File: config.mk
export PLATFORM = sky130hd
export DESIGN_NAME = ulb_channel
export DESIGN_NICKNAME = d
export VERILOG_FILES = /design/src/hdl/ulb_pkg.sv /design/src/hdl/ulb_channel.sv
export SDC_FILE = /design/constraint.sdc
export NUM_CORES = 1
export LEC_CHECK = 0
export BUFFER_PORTS_ARGS = -buffer_cell sky130_fd_sc_hd__buf_2
export CORE_ASPECT_RATIO = 1.2
export CORE_UTILIZATION = 55
export CTS_BUF_LIST = sky130_fd_sc_hd__clkbuf_8
export CTS_CLUSTER_SIZE = 20
export DETAILED_ROUTE_END_ITERATION = 7
export HOLD_SLACK_MARGIN = 0.02
export PLACE_DENSITY = 0.77
export SLEW_MARGIN = 20
export SYNTH_ARGS = -nofsm -noshare
export SYNTH_HDL_FRONTEND = slang
export SYNTH_HIERARCHICAL = 1
export SYNTH_SLANG_ARGS = --single-unit
File: constraint.sdc
create_clock -name core_clk -period 6.2 [get_ports core_clk]
set_input_delay 0.31 -clock core_clk [delete_from_list [all_inputs] [get_ports core_clk]]
set_output_delay 0.31 -clock core_clk [all_outputs]
set_load 0.005 [all_outputs]
File: src/hdl/ulb_pkg.sv
// Purpose: shared constants and types for one serial channel
// Assumes: 8-bit host registers, 3 address lines
// Notes: every offset, the line and modem control field positions except word length, and the control, scratch and divisor register reset values live here
package ulb_pkg;
    // ************************************
    // register offsets
    // ************************************
    localparam logic [2:0] A_DATA = 3'h0;
    localparam logic [2:0] A_IER = 3'h1;
    localparam logic [2:0] A_ISR = 3'h2;
    localparam logic [2:0] A_LCR = 3'h3;
    localparam logic [2:0] A_MCR = 3'h4;
    localparam logic [2:0] A_LSR = 3'h5;
    localparam logic [2:0] A_MSR = 3'h6;
    localparam logic [2:0] A_SPR = 3'h7;
    // ************************************
    // field positions
    // ************************************
    localparam int LCR_DLAB = 7;
    localparam int LCR_BRK = 6;
    localparam int LCR_STICK = 5;
    localparam int LCR_EVEN = 4;
    localparam int LCR_PEN = 3;
    localparam int LCR_STOP = 2;
    localparam int MCR_LOOP = 4;
    localparam int MCR_INTEN = 3;
    localparam int MCR_RTS = 1;
    localparam int MCR_DTR = 0;
    // ************************************
    // interrupt source codes, reset values, counts
    // ************************************
    localparam logic [3:0] ISR_LINE = 4'h6;
    localparam logic [3:0] ISR_RX = 4'h4;
    localparam logic [3:0] ISR_TX = 4'h2;
    localparam logic [3:0] ISR_MS = 4'h0;
    localparam logic [3:0] ISR_NONE = 4'h1;
    localparam logic [7:0] RST_REG = 8'h00;
    localparam logic [15:0] RST_DIV = 16'h0001;
    localparam logic [5:0] TK_MID = 6'h07;
    localparam logic [5:0] TK_BIT = 6'h0F;
    localparam logic [5:0] TK_STOP1 = 6'h0F;
    localparam logic [5:0] TK_STOP15 = 6'h17;
    localparam logic [5:0] TK_STOP2 = 6'h1F;
    localparam int TX_DEPTH = 8;
    // ************************************
    // types
    // ************************************
    typedef enum logic [4:0] {
        S_IDLE = 5'h01,
        S_START = 5'h02,
        S_DATA = 5'h04,
        S_PAR = 5'h08,
        S_STOP = 5'h10
    } ulb_ser_e;
    typedef struct packed {
        logic brk;
        logic fe;
        logic pe;
        logic [7:0] data;
    } ulb_rxchar_s;
endpackage

File: src/hdl/ulb_channel.sv
// Purpose: one serial channel: host register map, shifters, loopback
// Assumes: core_clk is the oscillator; host strobes are asynchronous
// Notes: tx path buffered by a small fifo in front of the shifter
`timescale 1ns/1ps

// ************************************
// transmit fifo
// ************************************
module ulb_fifo #(
    parameter int W = 8,
    parameter int D = 8
) (
    input wire logic clk,
    input wire logic rst_n,
    input wire logic in_valid,
    output logic in_ready,
    input wire logic [W-1:0] in_data,
    output logic out_valid,
    input wire logic out_ready,
    output logic [W-1:0] out_data
);
    localparam int AW = $clog2(D);
    logic [W-1:0] mem_r [D];
    logic [AW-1:0] wp_r;
    logic [AW-1:0] rp_r;
    logic [AW:0] cnt_r;
    wire push = in_valid & in_ready;
    wire pop = out_valid & out_ready;
    // honest flags from the occupancy count
    assign in_ready = (cnt_r != (AW+1)'(D));
    assign out_valid = (cnt_r != '0);
    assign out_data = mem_r[rp_r];
    // storage has no reset, pointers do
    always_ff @(posedge clk) begin
        if (push) begin
            mem_r[wp_r] <= in_data;
        end
    end
    always_ff @(posedge clk or negedge rst_n) begin
        if (!rst_n) begin
            wp_r <= '0;
            rp_r <= '0;
            cnt_r <= '0;
        end else begin
            if (push) wp_r <= (wp_r == AW'(D-1)) ? '0 : wp_r + 1'b1;
            if (pop) rp_r <= (rp_r == AW'(D-1)) ? '0 : rp_r + 1'b1;
            cnt_r <= cnt_r + (AW+1)'(push) - (AW+1)'(pop);
        end
    end
endmodule

// Function
// - modem control bit 4 set enters loopback, cleared leaves it
// - in loopback transmit shifter output feeds the receive shifter
// - in loopback the serial output pin stays at mark, high
// - in loopback request-to-send and terminal-ready outputs are de-asserted
// - in loopback the four modem input pins are ignored
// - framing, parity, status and interrupts keep working in loopback
// - each channel has own registers, picked by chip select and address
// - address 0, divisor access clear: read receive, write transmit holding
// - divisor access set: addresses 0 and 1 reach divisor low and high
// - address 1, divisor access clear: interrupt enable, upper nibble zero
// - address 2 reads interrupt source, upper nibble zero, writes ignored
// - address 3 line control always reachable, top bit divisor access
// - address 4 modem control, bits 7..5 zero, loop, int enable, rts, dtr
// - address 5 read-only line status, bit 7 zero, writes ignored
// - address 6 modem status: levels high nibble, change flags low
// - address 7 scratch register, stores writes, affects nothing
// - line control bits 1:0 pick 5 to 8 data bits
// - line control bit 2 picks one, one and a half or two stops
// - interrupt source codes 6,4,2,0 by priority, 1 when none
module ulb_channel #(
    parameter int FIFO_DEPTH = ulb_pkg::TX_DEPTH
) (
    input wire logic core_clk,
    input wire logic rstn,
    input wire logic channel_select_n,
    input wire logic [2:0] bus_addr,
    input wire logic rd_n,
    input wire logic wr_n,
    input wire logic [7:0] bus_data_in,
    output logic [7:0] bus_data_out,
    output logic bus_data_oe_n,
    input wire logic serial_in,
    output logic serial_out,
    input wire logic cts_n,
    input wire logic dsr_n,
    input wire logic carrier_detect_n,
    input wire logic ring_indicator_n,
    output logic rts_n,
    output logic dtr_n,
    output logic irq,
    output logic tx_space
);
    // ************************************
    // reset release and pin synchronisers
    // ************************************
    logic rst_s1_r;
    logic rst_n;
    logic [18:0] pin_s1_r;
    logic [18:0] pin_s2_r;
    // reset leaves asynchronously asserted, releases after two edges
    always_ff @(posedge core_clk or negedge rstn) begin
        if (!rstn) begin
            rst_s1_r <= 1'b0;
            rst_n <= 1'b0;
        end else begin
            rst_s1_r <= 1'b1;
            rst_n <= rst_s1_r;
        end
    end
    // all pins pass two stages; only the second is read
    always_ff @(posedge core_clk or negedge rst_n) begin
        if (!rst_n) begin
            pin_s1_r <= 19'h7FFFF;
            pin_s2_r <= 19'h7FFFF;
        end else begin
            pin_s1_r <= {channel_select_n, rd_n, wr_n, bus_addr, bus_data_in,
                         carrier_detect_n, ring_indicator_n, dsr_n, cts_n, serial_in};
            pin_s2_r <= pin_s1_r;
        end
    end
    wire cs_s = pin_s2_r[18];
    wire rd_s = pin_s2_r[17];
    wire wr_s = pin_s2_r[16];
    wire [2:0] a_s = pin_s2_r[15:13];
    wire [7:0] d_s = pin_s2_r[12:5];
    wire [3:0] mdm_s = pin_s2_r[4:1];
    wire rx_s = pin_s2_r[0];

    // ************************************
    // strobe edges and address decode
    // ************************************
    logic rd_d_r;
    logic wr_d_r;
    logic [7:0] ier_r;
    logic [7:0] lcr_r;
    logic [7:0] mcr_r;
    logic [7:0] spr_r;
    logic [7:0] dll_r;
    logic [7:0] dlm_r;
    // own chip select gates every access, no bus clock needed
    wire rd_act = !cs_s & !rd_s;
    wire wr_act = !cs_s & !wr_s;
    wire rd_go = rd_act & !rd_d_r;
    wire wr_go = wr_act & !wr_d_r;
    wire dlab = lcr_r[ulb_pkg::LCR_DLAB];
    // writes to status addresses 2, 5, 6 decode to nothing
    wire we_thr = wr_go & (a_s == ulb_pkg::A_DATA) & !dlab;
    wire we_dll = wr_go & (a_s == ulb_pkg::A_DATA) & dlab;
    wire we_dlm = wr_go & (a_s == ulb_pkg::A_IER) & dlab;
    wire we_ier = wr_go & (a_s == ulb_pkg::A_IER) & !dlab;
    wire we_lcr = wr_go & (a_s == ulb_pkg::A_LCR);
    wire we_mcr = wr_go & (a_s == ulb_pkg::A_MCR);
    wire we_spr = wr_go & (a_s == ulb_pkg::A_SPR);
    wire re_rhr = rd_go & (a_s == ulb_pkg::A_DATA) & !dlab;
    wire re_isr = rd_go & (a_s == ulb_pkg::A_ISR);
    wire re_lsr = rd_go & (a_s == ulb_pkg::A_LSR);
    wire re_msr = rd_go & (a_s == ulb_pkg::A_MSR);
    wire loop = mcr_r[ulb_pkg::MCR_LOOP];

    // control registers, interrupt enable upper nibble and modem control bits 7..5 forced to zero on write
    always_ff @(posedge core_clk or negedge rst_n) begin
        if (!rst_n) begin
            rd_d_r <= 1'b0;
            wr_d_r <= 1'b0;
            ier_r <= ulb_pkg::RST_REG;
            lcr_r <= ulb_pkg::RST_REG;
            mcr_r <= ulb_pkg::RST_REG;
            spr_r <= ulb_pkg::RST_REG;
        end else begin
            rd_d_r <= rd_act;
            wr_d_r <= wr_act;
            if (we_ier) ier_r <= {4'h0, d_s[3:0]};
            if (we_lcr) lcr_r <= d_s;
            if (we_mcr) mcr_r <= {3'h0, d_s[4:0]};
            if (we_spr) spr_r <= d_s;
        end
    end

    // ************************************
    // divisor latch and 16x tick
    // ************************************
    logic [15:0] div_r;
    logic lo_w_r;
    logic hi_w_r;
    logic [15:0] bcnt_r;
    wire tick = (bcnt_r >= div_r - 16'h0001) | (div_r == 16'h0000);
    // divisor only moves once both halves have been written
    always_ff @(posedge core_clk or negedge rst_n) begin
        if (!rst_n) begin
            dll_r <= ulb_pkg::RST_DIV[7:0];
            dlm_r <= ulb_pkg::RST_DIV[15:8];
            div_r <= ulb_pkg::RST_DIV;
            lo_w_r <= 1'b0;
            hi_w_r <= 1'b0;
            bcnt_r <= 16'h0000;
        end else begin
            if (we_dll) dll_r <= d_s;
            if (we_dlm) dlm_r <= d_s;
            if (lo_w_r & hi_w_r) begin
                div_r <= {dlm_r, dll_r};
                lo_w_r <= 1'b0;
                hi_w_r <= 1'b0;
            end else begin
                lo_w_r <= lo_w_r | we_dll;
                hi_w_r <= hi_w_r | we_dlm;
            end
            bcnt_r <= tick ? 16'h0000 : bcnt_r + 16'h0001;
        end
    end

    // ************************************
    // character format
    // ************************************
    wire [2:0] last_bit = 3'h4 + {1'b0, lcr_r[1:0]};
    wire [7:0] dmask = 8'hFF >> (2'h3 - lcr_r[1:0]);
    // stop length in 16x ticks minus one
    wire [5:0] stop_end = !lcr_r[ulb_pkg::LCR_STOP] ? ulb_pkg::TK_STOP1 :
                          (lcr_r[1:0] == 2'h0) ? ulb_pkg::TK_STOP15 : ulb_pkg::TK_STOP2;
    wire pen = lcr_r[ulb_pkg::LCR_PEN];

    // ************************************
    // transmit path: fifo and shifter
    // ************************************
    logic f_valid;
    logic f_ready;
    logic [7:0] f_data;
    ulb_pkg::ulb_ser_e tst_r;
    logic [7:0] tsr_r;
    logic [2:0] tbit_r;
    logic [5:0] ttk_r;
    logic tpar_r;
    wire tx_pop = (tst_r == ulb_pkg::S_IDLE) & f_valid;
    ulb_fifo #(.W(8), .D(FIFO_DEPTH)) u_txf (
        .clk(core_clk),
        .rst_n(rst_n),
        .in_valid(we_thr),
        .in_ready(f_ready),
        .in_data(d_s),
        .out_valid(f_valid),
        .out_ready(tx_pop),
        .out_data(f_data)
    );
    wire [7:0] tmd = f_data & dmask;
    wire tpar_calc = lcr_r[ulb_pkg::LCR_STICK] ? !lcr_r[ulb_pkg::LCR_EVEN] :
                     (lcr_r[ulb_pkg::LCR_EVEN] ? ^tmd : !(^tmd));
    wire tk_bit_end = tick & (ttk_r == ulb_pkg::TK_BIT);
    // shifter output before the pin; break forces space
    wire tx_line = lcr_r[ulb_pkg::LCR_BRK] ? 1'b0 :
                   (tst_r == ulb_pkg::S_START) ? 1'b0 :
                   (tst_r == ulb_pkg::S_DATA) ? tsr_r[0] :
                   (tst_r == ulb_pkg::S_PAR) ? tpar_r : 1'b1;
    // tx sequencer, one bit per sixteen ticks
    always_ff @(posedge core_clk or negedge rst_n) begin
        if (!rst_n) begin
            tst_r <= ulb_pkg::S_IDLE;
            tsr_r <= 8'h00;
            tbit_r <= 3'h0;
            ttk_r <= 6'h00;
            tpar_r <= 1'b1;
        end else begin
            if (tick) ttk_r <= ttk_r + 6'h01;
            case (tst_r)
                ulb_pkg::S_IDLE: begin
                    if (f_valid) begin
                        tsr_r <= f_data;
                        tpar_r <= tpar_calc;
                        tbit_r <= 3'h0;
                        ttk_r <= 6'h00;
                        tst_r <= ulb_pkg::S_START;
                    end
                end
                ulb_pkg::S_START: begin
                    if (tk_bit_end) begin
                        ttk_r <= 6'h00;
                        tst_r <= ulb_pkg::S_DATA;
                    end
                end
                ulb_pkg::S_DATA: begin
                    if (tk_bit_end) begin
                        ttk_r <= 6'h00;
                        tsr_r <= {1'b0, tsr_r[7:1]};
                        tbit_r <= tbit_r + 3'h1;
                        if (tbit_r == last_bit) begin
                            tst_r <= pen ? ulb_pkg::S_PAR : ulb_pkg::S_STOP;
                        end
                    end
                end
                ulb_pkg::S_PAR: begin
                    if (tk_bit_end) begin
                        ttk_r <= 6'h00;
                        tst_r <= ulb_pkg::S_STOP;
                    end
                end
                ulb_pkg::S_STOP: begin
                    if (tick & (ttk_r == stop_end)) begin
                        tst_r <= ulb_pkg::S_IDLE;
                    end
                end
                default: tst_r <= ulb_pkg::S_IDLE;
            endcase
        end
    end

    // ************************************
    // receive path
    // ************************************
    ulb_pkg::ulb_ser_e rst_st_r;
    logic [7:0] rsr_r;
    logic [2:0] rbit_r;
    logic [5:0] rtk_r;
    logic rpar_r;
    logic rx_done_r;
    ulb_pkg::ulb_rxchar_s rch_r;
    // loopback takes the shifter output; the pin is left idle by the host
    wire rin = loop ? tx_line : rx_s;
    wire [7:0] rdat = (rsr_r >> (2'h3 - lcr_r[1:0])) & dmask;
    wire rpar_exp = lcr_r[ulb_pkg::LCR_STICK] ? !lcr_r[ulb_pkg::LCR_EVEN] :
                    (lcr_r[ulb_pkg::LCR_EVEN] ? ^rdat : !(^rdat));
    wire rk_mid = tick & (rtk_r == ulb_pkg::TK_BIT);
    // same framing and parity checks whatever the source line
    always_ff @(posedge core_clk or negedge rst_n) begin
        if (!rst_n) begin
            rst_st_r <= ulb_pkg::S_IDLE;
            rsr_r <= 8'h00;
            rbit_r <= 3'h0;
            rtk_r <= 6'h00;
            rpar_r <= 1'b0;
            rx_done_r <= 1'b0;
            rch_r <= '0;
        end else begin
            rx_done_r <= 1'b0;
            if (tick) rtk_r <= rtk_r + 6'h01;
            case (rst_st_r)
                ulb_pkg::S_IDLE: begin
                    if (tick & !rin) begin
                        rtk_r <= 6'h00;
                        rpar_r <= 1'b0;
                        rst_st_r <= ulb_pkg::S_START;
                    end
                end
                ulb_pkg::S_START: begin
                    // re-check at bit centre rejects glitches
                    if (tick & (rtk_r == ulb_pkg::TK_MID)) begin
                        rtk_r <= 6'h00;
                        rbit_r <= 3'h0;
                        rst_st_r <= rin ? ulb_pkg::S_IDLE : ulb_pkg::S_DATA;
                    end
                end
                ulb_pkg::S_DATA: begin
                    if (rk_mid) begin
                        rtk_r <= 6'h00;
                        rsr_r <= {rin, rsr_r[7:1]};
                        rbit_r <= rbit_r + 3'h1;
                        if (rbit_r == last_bit) begin
                            rst_st_r <= pen ? ulb_pkg::S_PAR : ulb_pkg::S_STOP;
                        end
                    end
                end
                ulb_pkg::S_PAR: begin
                    if (rk_mid) begin
                        rtk_r <= 6'h00;
                        rpar_r <= rin;
                        rst_st_r <= ulb_pkg::S_STOP;
                    end
                end
                ulb_pkg::S_STOP: begin
                    if (rk_mid) begin
                        rx_done_r <= 1'b1;
                        rch_r.data <= rdat;
                        rch_r.fe <= !rin;
                        rch_r.pe <= pen & (rpar_r != rpar_exp);
                        rch_r.brk <= !rin & (rdat == 8'h00) & !rpar_r;
                        rst_st_r <= ulb_pkg::S_IDLE;
                    end
                end
                default: rst_st_r <= ulb_pkg::S_IDLE;
            endcase
        end
    end

    // ************************************
    // line and modem status
    // ************************************
    logic [7:0] rhr_r;
    logic dr_r;
    logic oe_r;
    logic pe_r;
    logic fe_r;
    logic bi_r;
    logic [3:0] lvl_r;
    logic [3:0] dms_r;
    logic thre_d_r;
    logic txi_r;
    // modem inputs read as inactive in loopback, order cd, ri, dsr, cts
    wire [3:0] lvl = loop ? 4'h0 : ~mdm_s;
    wire thre = !f_valid;
    wire temt = thre & (tst_r == ulb_pkg::S_IDLE);
    wire [7:0] line_status = {1'b0, temt, thre, bi_r, fe_r, pe_r, oe_r, dr_r};
    wire [7:0] modem_status = {lvl_r, dms_r};
    // interrupt sources in falling priority
    wire src_line = ier_r[2] & (|line_status[4:1]);
    wire src_rx = ier_r[0] & dr_r;
    wire src_tx = ier_r[1] & txi_r;
    wire src_ms = ier_r[3] & (|dms_r);
    wire [3:0] isr_code = src_line ? ulb_pkg::ISR_LINE :
                          src_rx ? ulb_pkg::ISR_RX :
                          src_tx ? ulb_pkg::ISR_TX :
                          src_ms ? ulb_pkg::ISR_MS : ulb_pkg::ISR_NONE;
    wire txi_set = (thre & !thre_d_r) | (we_ier & d_s[1] & !ier_r[1] & thre);
    wire txi_clr = we_thr | (re_isr & (isr_code == ulb_pkg::ISR_TX));
    wire ovr = rx_done_r & dr_r & !re_rhr;
    // sticky flags: a new event in the clearing cycle wins
    always_ff @(posedge core_clk or negedge rst_n) begin
        if (!rst_n) begin
            rhr_r <= 8'h00;
            dr_r <= 1'b0;
            oe_r <= 1'b0;
            pe_r <= 1'b0;
            fe_r <= 1'b0;
            bi_r <= 1'b0;
            lvl_r <= 4'h0;
            dms_r <= 4'h0;
            thre_d_r <= 1'b1;
            txi_r <= 1'b0;
        end else begin
            if (rx_done_r) rhr_r <= rch_r.data;
            dr_r <= rx_done_r | (dr_r & !re_rhr);
            oe_r <= ovr | (oe_r & !re_lsr);
            pe_r <= (rx_done_r & rch_r.pe) | (pe_r & !re_lsr);
            fe_r <= (rx_done_r & rch_r.fe) | (fe_r & !re_lsr);
            bi_r <= (rx_done_r & rch_r.brk) | (bi_r & !re_lsr);
            lvl_r <= lvl;
            dms_r <= (lvl ^ lvl_r) | (dms_r & {4{!re_msr}});
            thre_d_r <= thre;
            txi_r <= txi_set | (txi_r & !txi_clr);
        end
    end

    // ************************************
    // read mux and pin drivers
    // ************************************
    wire [7:0] rd_val = (a_s == ulb_pkg::A_DATA) ? (dlab ? dll_r : rhr_r) :
                        (a_s == ulb_pkg::A_IER) ? (dlab ? dlm_r : ier_r) :
                        (a_s == ulb_pkg::A_ISR) ? {4'h0, isr_code} :
                        (a_s == ulb_pkg::A_LCR) ? lcr_r :
                        (a_s == ulb_pkg::A_MCR) ? mcr_r :
                        (a_s == ulb_pkg::A_LSR) ? line_status :
                        (a_s == ulb_pkg::A_MSR) ? modem_status : spr_r;
    // read data is frozen at strobe start so side effects see one value
    always_ff @(posedge core_clk or negedge rst_n) begin
        if (!rst_n) begin
            bus_data_out <= 8'h00;
            bus_data_oe_n <= 1'b1;
            serial_out <= 1'b1;
            rts_n <= 1'b1;
            dtr_n <= 1'b1;
            irq <= 1'b0;
            tx_space <= 1'b1;
        end else begin
            if (rd_go) bus_data_out <= rd_val;
            bus_data_oe_n <= !rd_act;
            serial_out <= loop | tx_line;
            rts_n <= loop | !mcr_r[ulb_pkg::MCR_RTS];
            dtr_n <= loop | !mcr_r[ulb_pkg::MCR_DTR];
            irq <= mcr_r[ulb_pkg::MCR_INTEN] & (isr_code != ulb_pkg::ISR_NONE);
            tx_space <= f_ready;
        end
    end
endmodule

==> results.md <==
- Synth Area per Inst: 12.8 um2
- 1st-pass router iterations: 5
- Setup TNS: 0 ns
- Most frequent cells in the layout: dfrtp_1 (172), nand2_1 (109), mux2_2 (81)
- Design area: 0.0145 mm2
- Post-Place Cells: 1333
- GRT overflow: 0
- Clock Latency Late Sink: 0.57 ns
- Via density: 5.65
- DR top layer: met4
- Flop2flop setup slack: 1.79 ns
- Cells after synthesis: 1020
- Fillers: 1764
- Post-synth cell types: 84
- YS warnings: 6
- Slowest CP cell: nand3_1
- Vias in the first global route: 8111
- Initial DRC count: 595
- Synthesized area: 0.0130 mm2
- Async SR Flop Fraction: 77.6%
- Critical path type: flop to flop
- Final min period: 4.41 ns
- PwrDens: 367 mW/mm2
- Met3 WL: 994 um
- Die area: 0.0243 mm2
- Critical Path Fanout Max: 44
- Starting Density: 56.1%
- Final Cycle Share: 71.2%
- CTS buffer count: 43
- RSZ-0062 raised after global routing: false
- Final worst slack: 1.79 ns
- Post-CTS Resized: 0
- Post-placement setup slack: 1.77 ns
- Total track usage: 21.8%
- Crit end category: flop
- Via count: 8095
- Largest net degree at the start of global routing: 194
- Worst Path Arrival: 4.84 ns
- Sequential share of the synthesized area: 57.9%
- Die X-Extent: 142 um
- Worst Hold Class: input port to async pin
- NumNets Final: 1142
- Worst-path cell chain: or4_4, nor2_4, nand2_1, or3_1, xor2_1, ha_1, nand2_1, nor4_1, nand3b_1, nand4_4, nand3_1, o41ai_1
- Register area: 0.00754 mm2
- Clk pin slew, worst setup/hold paths: 0.06 ns
- Max Cap Viol: 0
- Hpwl dp: 16700 um
- # DRC: 0
- Initial antenna violation count: 0
- Synth Flop Type: dfrtp_1
- Multi-input gate area: 0.00515 mm2
- CP max stage delay: 0.67 ns
- Mapped Nets: 1078
- Clk sink count: 286
- Leakage: 6.33 nW
- Critical Path Start Type: flop
- DP Area: 0.0134 mm2
- Final setup vio count: 0
- Core ar.: 0.0232 mm2
- Maximum VDD drop: 0.261 mV
- Critical path data required time: 6.63 ns
- Top Ports: 35
- Area delta synth->final: 11.5%
- H-tree Lvls: 2
- Final ANT Viol Nets: 0
- Max-slew headroom: 30.2%
- CTS tree: yes
- Clock skew: 0.0317 ns
- Final WL: 25200 um
- Post-synth EDFFs: 64
- Final std cells w/o fill: 1432
- First-pass GRT wire length: 41200 um
- Routed len/inst: 17.6 um
- Hold Fails Final Rpt: 0
- Tightest Pin Transition: 1.04 ns
- Share of layout cells above drive strength 1: 25.9%
- Clk buf depth: 3
- Max Clock Freq: 227 MHz
- DIE HEIGHT: 171 um
- Most common cell after layout, fill and taps aside: dfrtp_1
- Worst r2r src: div_r[5]
- Port buffer count: 34
- Layout Utilization: 62.6%
- Root buffer cell: clkbuf_8
- Seq cells post-synth: 286
- RePlAce Congestion: 0.868
- R2r worst-path depth: 12
- CP dominant cell by count: nand2_1
- Metal2 WL: 12500 um
- Site Rows: 61
- Antenna diode count: 0
- Max-slew violation count: 0
- Critical Path Source: div_r[5]
- Metal-1 WL: 10800 um
- Outcome: finished, final reports clean
- Post-layout total power: 5.34 mW
- Min Hold Slack: 0.0738 ns
==> cell families after synthesis <==
family                   Yosys count  synth area share, %
XOR/XNOR                          59                 3.97
buffers and inverters             74                 2.67
AO/OA/AOI/OAI                    126                 6.62
other                              1               0.0288
adder cells (fa/ha/maj)           37                 3.61
multiplexers                     136                 13.9
flip-flops                       286                 57.9
AND/OR/NAND/NOR                  301                 11.3
==> state kept, by name (all words and copies together) (netlist names), 8 cells and up <==
register,count
bcnt_r,16
bus_data_out,8
div_r,16
dll_r,8
dlm_r,8
lcr_r,8
pin_s1_r,19
pin_s2_r,19
rch_r,11
rhr_r,8
rsr_r,8
spr_r,8
tsr_r,8
u_txf/mem_r,64
==> worst paths after layout <==
kind / end
setup / recovery: rch_r[10]
hold / removal: rst_n
setup reg to reg: rch_r[10]
hold reg to reg: lo_w_r
max in group asynchronous: pin_s1_r[0]
min in group core_clk: pin_s2_r[6]
==> power breakdown <==
group | total, mW | leakage, nW | internal, mW | switching [mW]
combinational | 1.37 | 2.47 | 0.691 | 0.683
clock | 1.50 | 0.495 | 0.793 | 0.711
sequential | 2.46 | 3.36 | 2.16 | 0.294
==> area by class of cell <==
| cell class | instances | area share, % |
|---|---|---|
| Clock buffer | 54 | 5.12 |
| Clock inverter | 24 | 0.827 |
| Inverter | 33 | 0.853 |
| Multi-Input combinational cell | 660 | 35.5 |
| Sequential cell | 286 | 51.9 |
| Tap cell | 315 | 2.71 |
| Timing Repair Buffer | 60 | 3.08 |
==> routing by layer <==
| metal | up-vias | global-route usage (%) |
|---|---|---|
| met4 | 0 | 9.30 |
| met5 | - | 0 |
| met1 | 4018 | 28.3 |
| met3 | 65 | 3.36 |
| met2 | 203 | 36.4 |
| li1 | 3809 | - |
==> critical path, delay by kind of cell (launching register included) <==
kind                     cells  cell delay, ns
AND/OR/NAND/NOR              9            2.95
AO/OA/AOI/OAI                1            0.51
flip-flops                   1            0.40
adder cells (fa/ha/maj)      1            0.27
XOR/XNOR                     1            0.15
==> cell usage after synthesis (all sizes together), types with 25 or more instances <==
| cell | number | area share (%) |
|---|---|---|
| edfxtp | 64 | 15 |
| dfrtp | 173 | 33 |
| nand3 | 28 | 1.2 |
| nor2 | 75 | 2.2 |
| xnor2 | 34 | 2.3 |
| dfstp | 49 | 9.9 |
| mux2 | 93 | 8.4 |
| inv | 33 | 0.95 |
| a21oi | 26 | 1.1 |
| nand2 | 111 | 3.2 |
| xor2 | 25 | 1.7 |
| o21ai | 39 | 1.5 |
| ha | 36 | 3.5 |
==> what timing repair did <==
| item | CTS | global route |
|---|---|---|
| hold endpoints to repair | 21 | 0 |
| hold buffers | 20 | 0 |
| setup buffers | 0 | 0 |
Power figures use the tool's default switching activity.
